File: src/adder_defines.vh
`ifndef ADDER_DEFINES_VH
`define ADDER_DEFINES_VH
`define WORD_W          16
`define SIGN_BIT        15
`define OP_NONE         4'h0
`define OP_ADD_A        4'h1
`define OP_ADD_B        4'h2
`define OP_NEG_A        4'h3
`define OP_NEG_B        4'h4
`define OP_INV_A        4'h5
`define OP_INV_B        4'h6
`define OP_SKIP_SET     4'h7
`define OP_SKIP_CLR     4'h8
`define OP_CLR_CARRY    4'h9
`define OP_CLR_RANGE    4'hA
`define OP_LOAD_A       4'hB
`define OP_LOAD_B       4'hC
`define ACC_RESET       16'h0000
`endif

File: src/binary_adder_carry_overflow.v
// Notes on behaviour
// RULE1: Add instructions form a plain unsigned 16-bit sum of two words.
// RULE2: A carry out of bit 15 writes one into the carry latch.
// RULE3: Without a carry out of bit 15 the add leaves the latch unchanged.
// RULE4: Overflow is the exclusive-OR of carries out of bits 14 and 15.
// RULE5: An overflow during an add sets the range error flag to one.
// RULE6: The carry latch is never fed into the add as carry input.
// RULE7: Skip-on-set and skip-on-clear test the carry latch for chaining.
// RULE8: Firmware heeds overflow on the top word, carry on the others.
// RULE9: Negate works on one accumulator word only, with no carry linkage.
// RULE10: Overflow detection only watches; sum and carry are unchanged by it.
// RULE11: Invert flips every accumulator bit; negate gives inverted plus one.
// RULE12: Sum, carry latch and range flag all update in one instruction.
`timescale 1ns/1ps
`include "adder_defines.vh"
module binary_adder_carry_overflow #(
  parameter W = `WORD_W
) (
  input  wire         clock,
  input  wire         resetn,
  input  wire         clk_en,
  input  wire         op_valid,
  input  wire [3:0]   op_code,
  input  wire [W-1:0] operand,
  output reg  [W-1:0] acc_a_ff,
  output reg  [W-1:0] acc_b_ff,
  output reg          carry_latch_ff,
  output reg          range_error_flag_ff,
  output reg          skip_ff,
  output reg          done_ff
);
  reg  [W-1:0] nxt_acc_a;
  reg  [W-1:0] nxt_acc_b;
  reg          nxt_carry_latch;
  reg          nxt_range_error_flag;
  reg          nxt_skip;
  reg          nxt_done;
  reg  [W-1:0] add_lhs;
  reg  [W-1:0] add_rhs;
  reg          add_cin;
  wire [W-1:0] add_sum;
  wire         carry_hi;
  wire         carry_lo;
  wire         is_add;
  wire         is_add_a;
  wire         is_add_b;
  wire         is_neg_a;
  wire         is_neg_b;
  wire         add_carry;
  wire         add_range;

  assign is_add_a = (op_code == `OP_ADD_A);
  assign is_add_b = (op_code == `OP_ADD_B);
  assign is_neg_a = (op_code == `OP_NEG_A);
  assign is_neg_b = (op_code == `OP_NEG_B);
  assign is_add   = is_add_a | is_add_b;

  // Flags only watch the adder; they never steer the sum.
  assign add_carry = op_valid & is_add & carry_hi; // see RULE2
  assign add_range = op_valid & is_add &
                     (carry_hi ^ carry_lo); // see RULE4 see RULE10

  // One shared adder serves both add and negate.
  always @* begin
    add_lhs = acc_a_ff;
    add_rhs = operand;
    add_cin = 1'b0; // see RULE6
    if (is_add_b) begin
      add_lhs = acc_b_ff;
    end else if (is_neg_a) begin
      add_lhs = ~acc_a_ff; // see RULE11
      add_rhs = {W{1'b0}};
      add_cin = 1'b1; // see RULE9
    end else if (is_neg_b) begin
      add_lhs = ~acc_b_ff; // see RULE11
      add_rhs = {W{1'b0}};
      add_cin = 1'b1; // see RULE9
    end
  end

  // The adder splits off the top bit so both top carries are visible.
  word_adder #(
    .W (W)
  ) u_adder (
    .opa      (add_lhs),
    .opb      (add_rhs),
    .cin      (add_cin),
    .sum      (add_sum), // see RULE1
    .carry_hi (carry_hi),
    .carry_lo (carry_lo)
  );

  // Accumulator A takes the sum, its inverse or a loaded word.
  always @* begin
    nxt_acc_a = acc_a_ff;
    if (op_valid) begin
      case (op_code)
        `OP_ADD_A: begin
          nxt_acc_a = add_sum; // see RULE12
        end
        `OP_NEG_A: begin
          nxt_acc_a = add_sum; // see RULE11
        end
        `OP_INV_A: begin
          nxt_acc_a = ~acc_a_ff; // see RULE11
        end
        `OP_LOAD_A: begin
          nxt_acc_a = operand;
        end
        default: begin
          nxt_acc_a = acc_a_ff;
        end
      endcase
    end
  end

  // Accumulator B takes the sum, its inverse or a loaded word.
  always @* begin
    nxt_acc_b = acc_b_ff;
    if (op_valid) begin
      case (op_code)
        `OP_ADD_B: begin
          nxt_acc_b = add_sum; // see RULE12
        end
        `OP_NEG_B: begin
          nxt_acc_b = add_sum; // see RULE11
        end
        `OP_INV_B: begin
          nxt_acc_b = ~acc_b_ff; // see RULE11
        end
        `OP_LOAD_B: begin
          nxt_acc_b = operand;
        end
        default: begin
          nxt_acc_b = acc_b_ff;
        end
      endcase
    end
  end

  // The carry latch is sticky; only its clear operation lowers it.
  always @* begin
    nxt_carry_latch = carry_latch_ff; // see RULE3
    if (op_valid && (op_code == `OP_CLR_CARRY)) begin
      nxt_carry_latch = 1'b0;
    end
    if (add_carry) begin
      nxt_carry_latch = 1'b1; // see RULE2
    end
  end

  // The range error flag is sticky; only its clear operation lowers it.
  always @* begin
    nxt_range_error_flag = range_error_flag_ff;
    if (op_valid && (op_code == `OP_CLR_RANGE)) begin
      nxt_range_error_flag = 1'b0;
    end
    if (add_range) begin
      nxt_range_error_flag = 1'b1; // see RULE5
    end
  end

  // A skip answers for one cycle whether the tested latch state holds.
  always @* begin
    nxt_skip = 1'b0;
    nxt_done = op_valid;
    if (op_valid && (op_code == `OP_SKIP_SET)) begin
      nxt_skip = carry_latch_ff; // see RULE7
    end else if (op_valid && (op_code == `OP_SKIP_CLR)) begin
      nxt_skip = ~carry_latch_ff; // see RULE7
    end
  end

  // Every register holds its value while the clock enable is low.
  always @(posedge clock or negedge resetn) begin
    if (!resetn) begin
      acc_a_ff <= `ACC_RESET;
    end else if (clk_en) begin
      acc_a_ff <= nxt_acc_a;
    end
  end

  always @(posedge clock or negedge resetn) begin
    if (!resetn) begin
      acc_b_ff <= `ACC_RESET;
    end else if (clk_en) begin
      acc_b_ff <= nxt_acc_b;
    end
  end

  always @(posedge clock or negedge resetn) begin
    if (!resetn) begin
      carry_latch_ff <= 1'b0;
    end else if (clk_en) begin
      carry_latch_ff <= nxt_carry_latch;
    end
  end

  always @(posedge clock or negedge resetn) begin
    if (!resetn) begin
      range_error_flag_ff <= 1'b0;
    end else if (clk_en) begin
      range_error_flag_ff <= nxt_range_error_flag;
    end
  end

  always @(posedge clock or negedge resetn) begin
    if (!resetn) begin
      skip_ff <= 1'b0;
    end else if (clk_en) begin
      skip_ff <= nxt_skip;
    end
  end

  always @(posedge clock or negedge resetn) begin
    if (!resetn) begin
      done_ff <= 1'b0;
    end else if (clk_en) begin
      done_ff <= nxt_done;
    end
  end
endmodule

File: src/word_adder.v
`timescale 1ns/1ps
`include "adder_defines.vh"
module word_adder #(
  parameter W = `WORD_W
) (
  input  wire [W-1:0] opa,
  input  wire [W-1:0] opb,
  input  wire         cin,
  output wire [W-1:0] sum,
  output wire         carry_hi,
  output wire         carry_lo
);
  wire [W-1:0] low_sum;

  // The upper bit is added apart so the carry out of the bit below is seen.
  assign low_sum = {1'b0, opa[W-2:0]} + {1'b0, opb[W-2:0]} +
                   {{(W-1){1'b0}}, cin};
  assign carry_lo = low_sum[W-1];
  assign carry_hi = (opa[W-1] & opb[W-1]) |
                    (carry_lo & (opa[W-1] ^ opb[W-1]));
  assign sum = {opa[W-1] ^ opb[W-1] ^ carry_lo, low_sum[W-2:0]};
endmodule

File: config.mk
export PLATFORM = sky130hd
export DESIGN_NAME = binary_adder_carry_overflow
export DESIGN_NICKNAME = d
export VERILOG_FILES = /design/src/binary_adder_carry_overflow.v /design/src/word_adder.v
export VERILOG_INCLUDE_DIRS = /design/src
export SDC_FILE = /design/constraint.sdc
export NUM_CORES = 1
export LEC_CHECK = 0
export BUFFER_PORTS_ARGS = -buffer_cell sky130_fd_sc_hd__buf_2
export CAP_MARGIN = 30
export CORE_UTILIZATION = 37
export DETAILED_ROUTE_END_ITERATION = 8
export SYNTH_ARGS = -nofsm -noshare
export SYNTH_HDL_FRONTEND = slang
export SYNTH_SLANG_ARGS = --single-unit
File: constraint.sdc
create_clock -name clock -period 3.96 [get_ports clock]
set_input_delay 0.396 -clock clock [delete_from_list [all_inputs] [get_ports clock]]
set_output_delay 0.396 -clock clock [all_outputs]
set_load 0.02 [all_outputs]
### Yosys cells after proc, flatten, opt, wreduce, memory -nomap -nowiden

Cells that the tools add are included.

* flip-flop bits (word level): 36
* bits in latches: 0
* memory bits (writable): 0
* memory bits (read-only): 0
* bits of input ports: 24
* output and inout bits: 36
* memories: 0

* $add $sub $neg: 2
* $mul: 0
* div/mod/pow operators: 0
* magnitude comparators: 0
* equality and inequality tests: 12
* shift operators: 0
* mux-type cells: 17
* bitwise logic cells: 13
* reduce and logical (&&, ||, !) cells: 14

Operators by type and width (count)
* 16-bit two-way mux: 6
* 16-bit one-hot mux with 3 select lines: 2
* 16-bit NOT: 2
* 4-bit equality test, second input constant: 5
* 15-bit by 15-bit adder with 16-bit output: 1
* 16-bit by 1-bit adder with 16-bit output: 1
* 4-bit by 3-bit equality test with 1-bit output, second input constant: 4
* 1-bit two-way mux: 9
* 4-bit by 2-bit equality test with 1-bit output, second input constant: 2
* 3-bit AND reduction: 2
* 3-bit nonzero test: 2
* 1-bit AND: 5
* 4-bit by 1-bit equality test with 1-bit output, second input constant: 1
* 1-bit logical AND: 4
* 2-bit AND reduction: 2
* 2-bit nonzero test: 2
* 2-bit OR reduction: 2
* 1-bit XOR: 3
* 1-bit bitwise OR: 2
* 1-bit NOT: 1

### Longest topological paths before layout

Gate-level depths: netlist of the first run.

* depth after elaboration: 12
* depth in mapped cells: 19
* gate-level depth less buffers: 17

### Hierarchy

From an unflattened synthesis of the first run, not the netlist that was laid out.

* cell total of the unflattened synthesis: 468
* area total of the unflattened synthesis: 3738.6 µm²

Modules (own cells, without submodules)
* binary_adder_carry_overflow: times used 1, cells an instance 365, area each 2936.6 µm²
* word_adder: times used 1, cells an instance 103, area each 802.0 µm²

### Worst setup path before layout of the first run

No wires, ideal clock.

* path type: input to register
* from: in op_code[2]
* to: reg acc_a_ff[15]
* setup time: 0.134 ns
* data arrival time: 3.997 ns
* data required time: 3.826 ns
* setup slack: -0.171 ns
* stages on the path: 17
* path through: buf_2 > nand2b_1 > clkbuf_1 > a21oi_1 > buf_2 > o221ai_1 > fa_1 > nor2b_1 > o2111ai_2 > a211oi_2 > nor3_1 > o31ai_2 > fa_1 > a21oi_1 > nor2_1 > a21oi_1 > o22ai_1

* longest elaborated chain between the ends: 8
* elaborated cells on any way between the ends: 23
* classes of those cells: 2 x add/sub; 6 x eq/ne; 10 x mux; 2 x bitwise; 3 x reduce/logical

RTL lines
* start: declaration: line binary_adder_carry_overflow.v:23 `input wire [3:0] op_code,`
* 4-bit by 3-bit equality test with 1-bit output
* 16-bit two-way mux: line binary_adder_carry_overflow.v:74 `end else if (is_neg_b) begin`
* 16-bit two-way mux: line binary_adder_carry_overflow.v:70 `end else if (is_neg_a) begin`
* 16-bit two-way mux: line binary_adder_carry_overflow.v:68 `if (is_add_b) begin`
* 15-bit by 15-bit adder with 16-bit output: line word_adder.v:16 `assign low_sum = {1'b0, opa[W-2:0]} + {1'b0, opb[W-2:0]} +`
* 16-bit by 1-bit adder with 16-bit output: line word_adder.v:16
* 1-bit XOR: line word_adder.v:21 `assign sum = {opa[W-1] ^ opb[W-1] ^ carry_lo, low_sum[W-2:0]};`
* 16-bit one-hot mux with 3 select lines: line binary_adder_carry_overflow.v:97 `case (op_code)`
* end signal: assignment: line binary_adder_carry_overflow.v:177 `` acc_a_ff <= `ACC_RESET; ``
* end signal: assignment: line binary_adder_carry_overflow.v:179 `acc_a_ff <= nxt_acc_a;`
* end: declaration: line binary_adder_carry_overflow.v:25 `output reg [W-1:0] acc_a_ff,`

Parallel ways exist; a longest one is shown, timed or not.
A chain may end at the register's enable or synchronous reset.

### Worst setup path in the final report of the first run

Ends and elaborated chain as after synthesis.

==> metrics.cfg, run 1 <==
[yosys]
ys_types = 53
synth_edf_count = 0
yosysSeqAreaShare = 0.240
ys_ff_latch = 36
syn_inst = 538
synthTopCellsByArea = dfrtp_1 24%, a21oi_1 11%, o21ai_0 8.0%
synth_top_area_frac = 0.240
synth.cell_area_sq_um = 3750
synth_warnings = 0
synthFlopType = dfrtp_1
syn_nets = 579
synthArstFlopShare = 1.00
syn_avg_cell_area_sq_um = 6.97
yosys.area.top_type = dfrtp_1

[worst_setup_path]
reg2reg_setup_slack_ns = 0.52
crit_family = compound AO/OA/AOI/OAI gates
slowest_stage = fa_1
crit_path_start_kind = input pin
worstSetupPathType = in -> reg
regToRegStartpoint = acc_a_ff[0]
required_ns = 4.10
r2r_cells = 15
cpPeakStageDelay_ns = 0.52
arrival_ns = 3.70
crit_buf_inv = 1
crit_path_end_kind = flip-flop
crit_chain = buf_2 > nand2b_1 > nor2_1 > nand2_1 > o21ai_0 > nand2_1 > o221ai_1 > fa_1 > nor2b_1 > o2111ai_2 > a211oi_2 > nor3_1 > o31ai_2 > fa_1 > a21oi_1 > nor2_1 > a21oi_1 > o22ai_1
rr_endpoint = acc_a_ff[15]
worstPathMaxFanout = 6

[clock_network]
post_cts_resized = 0
numCtsBuffers = 5
cts_hold_buf = 0
post_cts_buffers = 0
clk_latency_ns = 0.30
cts_tree = done
htreeDepth = 2
clock_path_buffers = 2
cts_sinks = 36
cts_root_buffer = clkbuf_8
clkSlewWorstSetupHoldPaths_ns = 0.08

[floorplanning]
ios = 60
die-area_sq_um = 10500
fp.dieW_um = 103
die_y_um = 103
rows = 36
start_util = 0.382
fp.coreArea_sq_um = 9820

[sta]
setup_viol = 0
finalWorstPathRequiredPeriod_ns = 3.55
finalCritPeriodShare = 0.897
finClkSkew_ns = 0.00451
rsz0062_at_grt = false
maxSlewViolCount = 0
max_freq_mhz = 282
finalHoldViolations = 0
tightest_slew_ns = 0.996
tns_ns = 0
slew_headroom = 0.334

[route]
drc = 0
ant_nets = 0
vias = 4360
first_iter_violations = 359
vias_per_cell = 5.97
firstDrtPassIters = 5
totalWireLength_mm = 13.1
wl_per_cell_um = 18.0

[final_layout]
areaGrowthSynthToFinish_pct = 16.6
layout-drive-gt1-share = 0.179
fin_nets = 638
final_cells = 730
postLayoutCellArea_sq_um = 4380
finish.utilization = 0.446
diodes = 0

[grt]
groute.usage.overall = 0.264
gr-total-overflow = 0
antenna_found_initial = 0
grt_max_degree = 37
grt_pass1_wl_mm = 21.1
grt_pass1_vias = 4201

[placement]
dpl_cell_area_sq_um = 4300
globalplace.congestion = 0.914
dpl.cell_count = 723
hpwl_mm = 9.49
port_buffers = 59

[status]
outcome = complete, no violations

[pwr]
power_density_nw_per_um2 = 648
p_leak_nw = 1.89
ir_worst_vdd_mv = 0.284

[run]
cap_violations = 0

[worst_hold_path]
hp-class = in -> async

==> power breakdown <==
part           internal, mW  switching (mW)
clock network         0.120           0.150
registers             0.511           0.223
logic                 0.787            1.05
total                  1.42            1.42
==> kinds of logic (layout without fill, tap and decap cells) <==
group,Yosys count,in the layout,share of synthesized area
xor gates and xnor gates,15,15,0.0350
adders and majority gates,17,17,0.0627
DFF,36,36,0.240
muxes,7,7,0.0190
AOI/OAI and AO/OA,215,215,0.343
buffers and inverters,48,107,0.0500
and+or+nand+nor,200,200,0.250
==> state kept, by name, summed over array words and instances, names as in the netlist <==
register,cells
done_ff,1
carry_latch_ff,1
range_error_flag_ff,1
skip_ff,1
acc_b_ff,16
acc_a_ff,16
==> worst register-to-register path, delay by kind of cell (launching register included) <==
kind / cells / cell delay, ns
flops: 1 / 0.47
compound gates: 8 / 1.28
simple gates: 5 / 0.51
fa+ha+maj: 2 / 1.02
==> per-stage QoR <==
| step | power (mW) | hold slack (ns) | setup slack [ns] |
|---|---|---|---|
| detailed placement | 2.56 | 0.510 | 0.0971 |
| CTS | 2.84 | 0.256 | 0.405 |
| finish | 2.84 | 0.218 | 0.408 |
| floorplan | 2.04 | 0.100 | 0.0351 |
| global placement | 2.52 | 0.498 | 0.219 |
| global route | 3.12 | 0.306 | 0.155 |
==> cells in the final DEF (no fill, tap or decap), types with 8 or more instances in the layout <==
cell type and count:
buf_4 29, o22ai_1 18, nand2_1 61, nor3_1 13, buf_2 59, dfrtp_1 36, nor2b_1 25, nand2b_1 10
o21ai_0 60, nand3_1 21, inv_1 12, a21oi_1 84, ha_1 14, xor2_1 8, nor2_1 51
==> synth_stat cells (all sizes together) (7+ instances only) <==
cell type  count
a21oi         85
o21ai         62
nand2         61
nor2          51
dfrtp         36
clkbuf        30
nor2b         25
nand3         21
o22ai         19
ha            14
nor3          13
inv           12
nand2b        10
xor2           8
and3           7
xnor2          7
==> layer usage <==
layer / up-vias / GRT usage / part of all wire
li1: 2075 / - / -
met1: 2030 / 0.330 / 0.42
met2: 218 / 0.429 / 0.46
met3: 37 / 0.0549 / 0.085
met4: 0 / 0.134 / 0.035
met5: - / 0 / 0
==> final cells by class <==
type,instances,area [sq um]
repair buffers,88,513
flip-flops and latches,36,901
inverters,12,45.0
fillers,1030,5440
multi-input cells,454,2670
clock inverters,1,5.00
well taps,133,166
clock buffers,6,72.6
==> how the worst max path moves through the flow <==
stage	start	to	slack, ns	cells past startpoint
finish	op_code[2]	acc_a_ff[15]	0.41	18
detailed placement	op_code[3]	acc_a_ff[15]	0.1	14
global placement	op_code[2]	acc_a_ff[15]	0.22	16
global route	op_code[2]	acc_b_ff[15]	0.16	18
floorplan	op_code[2]	acc_a_ff[15]	0.04	17
CTS	op_code[2]	acc_a_ff[15]	0.41	18
Note: power is estimated with default switching activity, not from simulation.
==> inputs of run 2 (changes only) <==
ABC_AREA = 1   (was unset)
==> metrics.cfg, run 2 <==
[yosys]
synth_most_common_cell = nand2_1
synthFlopType = dfrtp_1
synth_edf_count = 0
synth_warnings = 0
synthTopCellsByArea = dfrtp_1 26%, nand2_1 11%, inv_1 11%
ys_types = 32
ys_ff_latch = 36
synth.cell_area_sq_um = 3530
yosysSeqAreaShare = 0.255
synthTopCellsByCount = 108 x nand2_1, 99 x inv_1, 84 x nor2_1
syn_inst = 569
syn_nets = 610
syn_avg_cell_area_sq_um = 6.20
yosys.area.top_type = dfrtp_1
synth_top_area_frac = 0.255
synthArstFlopShare = 1.00

[clock_network]
clkSlewWorstSetupHoldPaths_ns = 0.08
clock_path_buffers = 2
post_cts_buffers = 0
clk_latency_ns = 0.29
post_cts_resized = 0
cts_tree = done
htreeDepth = 2
cts_root_buffer = clkbuf_8
cts_sinks = 36
cts_hold_buf = 0
numCtsBuffers = 5

[grt]
groute.usage.overall = 0.249
gr-total-overflow = 0
grt_max_degree = 37
grt_pass1_vias = 3850
antenna_found_initial = 0
grt_pass1_wl_mm = 19.5

[route]
vias = 3997
drc = 0
first_iter_violations = 362
wl_per_cell_um = 15.6
totalWireLength_mm = 11.8
vias_per_cell = 5.29
ant_nets = 0
firstDrtPassIters = 5

[worst_setup_path]
crit_path_end_kind = flip-flop
r2r_cells = 15
worstPathMaxFanout = 10
arrival_ns = 3.42
worstSetupPathType = in -> reg
crit_path_start_kind = input pin
cpMostUsedCell = nand3_1
cpPeakStageDelay_ns = 0.48
required_ns = 4.13
crit_chain = buf_2 > nor2_1 > inv_1 > nor2_4 > clkinv_1 > buf_4 > o221ai_1 > o21ai_0 > fa_1 > inv_1 > nand3_1 > nand3_1 > nand3_1 > nand3_1 > nand2_1 > nand2_1 > fa_1 > a211oi_1 > a21oi_1
slowest_stage = fa_1

[pwr]
power_frac_seq = 0.259
ir_worst_vdd_mv = 0.224
clockPowerShare = 0.108
total_power_mw = 2.78
sw_frac_of_total = 0.523
p_leak_nw = 2.24
switchingPower_mw = 1.45
pwr-share-comb = 0.633
power_density_nw_per_um2 = 680
p_int_mw = 1.33

[floorplanning]
ios = 60
die-area_sq_um = 9930
die_y_um = 99.7
fp.coreArea_sq_um = 9240
start_util = 0.382
rows = 35
fp.dieW_um = 99.7

[final_layout]
areaGrowthSynthToFinish_pct = 15.7
final_common_cell = nand2_1
fillerInstances = 1004
diodes = 0
layout-drive-gt1-share = 0.147
final_cells = 755
fin_nets = 667
layout_common_cells = 108 x nand2_1, 99 x inv_1, 84 x nor2_1
largestRegisters = acc_a_ff x16, acc_b_ff x16

[sta]
setup_viol = 0
rsz0062_at_grt = false
finClkSkew_ns = 0.00272
finalCritPeriodShare = 0.820
maxSlewViolCount = 0
max_freq_mhz = 308
finalHoldViolations = 0
tns_ns = 0
tightest_slew_ns = 0.890
finalWorstPathRequiredPeriod_ns = 3.25
slew_headroom = 0.407

[worst_hold_path]
hp-class = in -> async

[placement]
globalplace.congestion = 0.875
hpwl_mm = 8.53
dpl.cell_count = 748
port_buffers = 59

[run]
cap_violations = 0

[status]
outcome = complete, no violations

[run 2: cell count changes after synthesis, sizes merged, moves of 14 or more]
cell    previous run  this run
nor2              51        86
a21oi             85        49
o22ai             19        33
nand2             61       111
inv               12       101
nand3             21        50
nor2b             25         0
o21ai             62        25
clkbuf            30        12
[run 2: path summary, 6_finish.rpt]
check | slack, ns | to | from
worst min-delay path | 0.22 | acc_a_ff[0] | resetn
max in group asynchronous | 3.18 | acc_a_ff[10] | resetn
worst max-delay path | 0.71 | acc_a_ff[15] | op_code[3]
worst min register to register | 0.52 | skip_ff | skip_ff
worst max register to register | 1.09 | acc_a_ff[15] | acc_b_ff[0]
min in group clock | 0.32 | skip_ff | clk_en
[run 2: stage by stage]
step	hold WS (ns)	setup WS (ns)	utilization	cell area, sq um
after floorplan	0.100	0.839	-	3530
after global placement	0.511	0.513	0.432	3990
after detailed placement	0.513	0.413	0.432	3990
after CTS	0.257	0.716	0.442	4080
after global routing	0.287	0.413	0.442	4080
final	0.224	0.712	0.442	4080
[run 2: routing by layer]
layer	routed length, um	track usage	vias to the layer above
met5	0	0	-
met4	208	0.0713	0
met3	655	0.0232	14
met2	5590	0.416	155
met1	5370	0.342	1853
li1	-	-	1975
[run 2: final cells by class]
cell class	count	area, sq um	share of cell area
inverter	102	383	0.0937
tap	129	161	0.0395
timing repair buffer	71	398	0.0974
clock buffer	7	96.3	0.0236
multi-input combinational	410	2140	0.525
sequential	36	901	0.221
[run 2: kinds of logic after synthesis]
group                    share of synthesized area
AND/OR/NAND/NOR                              0.305
AO/OA/AOI/OAI                                0.228
buffers and inverters                        0.138
flip-flops                                   0.255
adder cells (fa/ha/maj)                     0.0666
XOR/XNOR                                   0.00745
[run 2: power by group through the flow]
stage | logic [mW] | clock network (mW) | registers, mW
after floorplan | 1.06 | 0 | 0.900
after global placement | 1.73 | 0 | 0.714
after detailed placement | 1.75 | 0 | 0.720
after CTS | 1.76 | 0.307 | 0.714
after global routing | 1.98 | 0.321 | 0.744
final | 1.76 | 0.300 | 0.718
[run 2: worst max-delay path, delay by kind of cell]
family | cells | cell delay, ns
AND/OR/NAND/NOR | 8 | 0.88
AO/OA/AOI/OAI | 4 | 0.59
adder cells (fa/ha/maj) | 2 | 0.92
buffers and inverters | 5 | 0.62
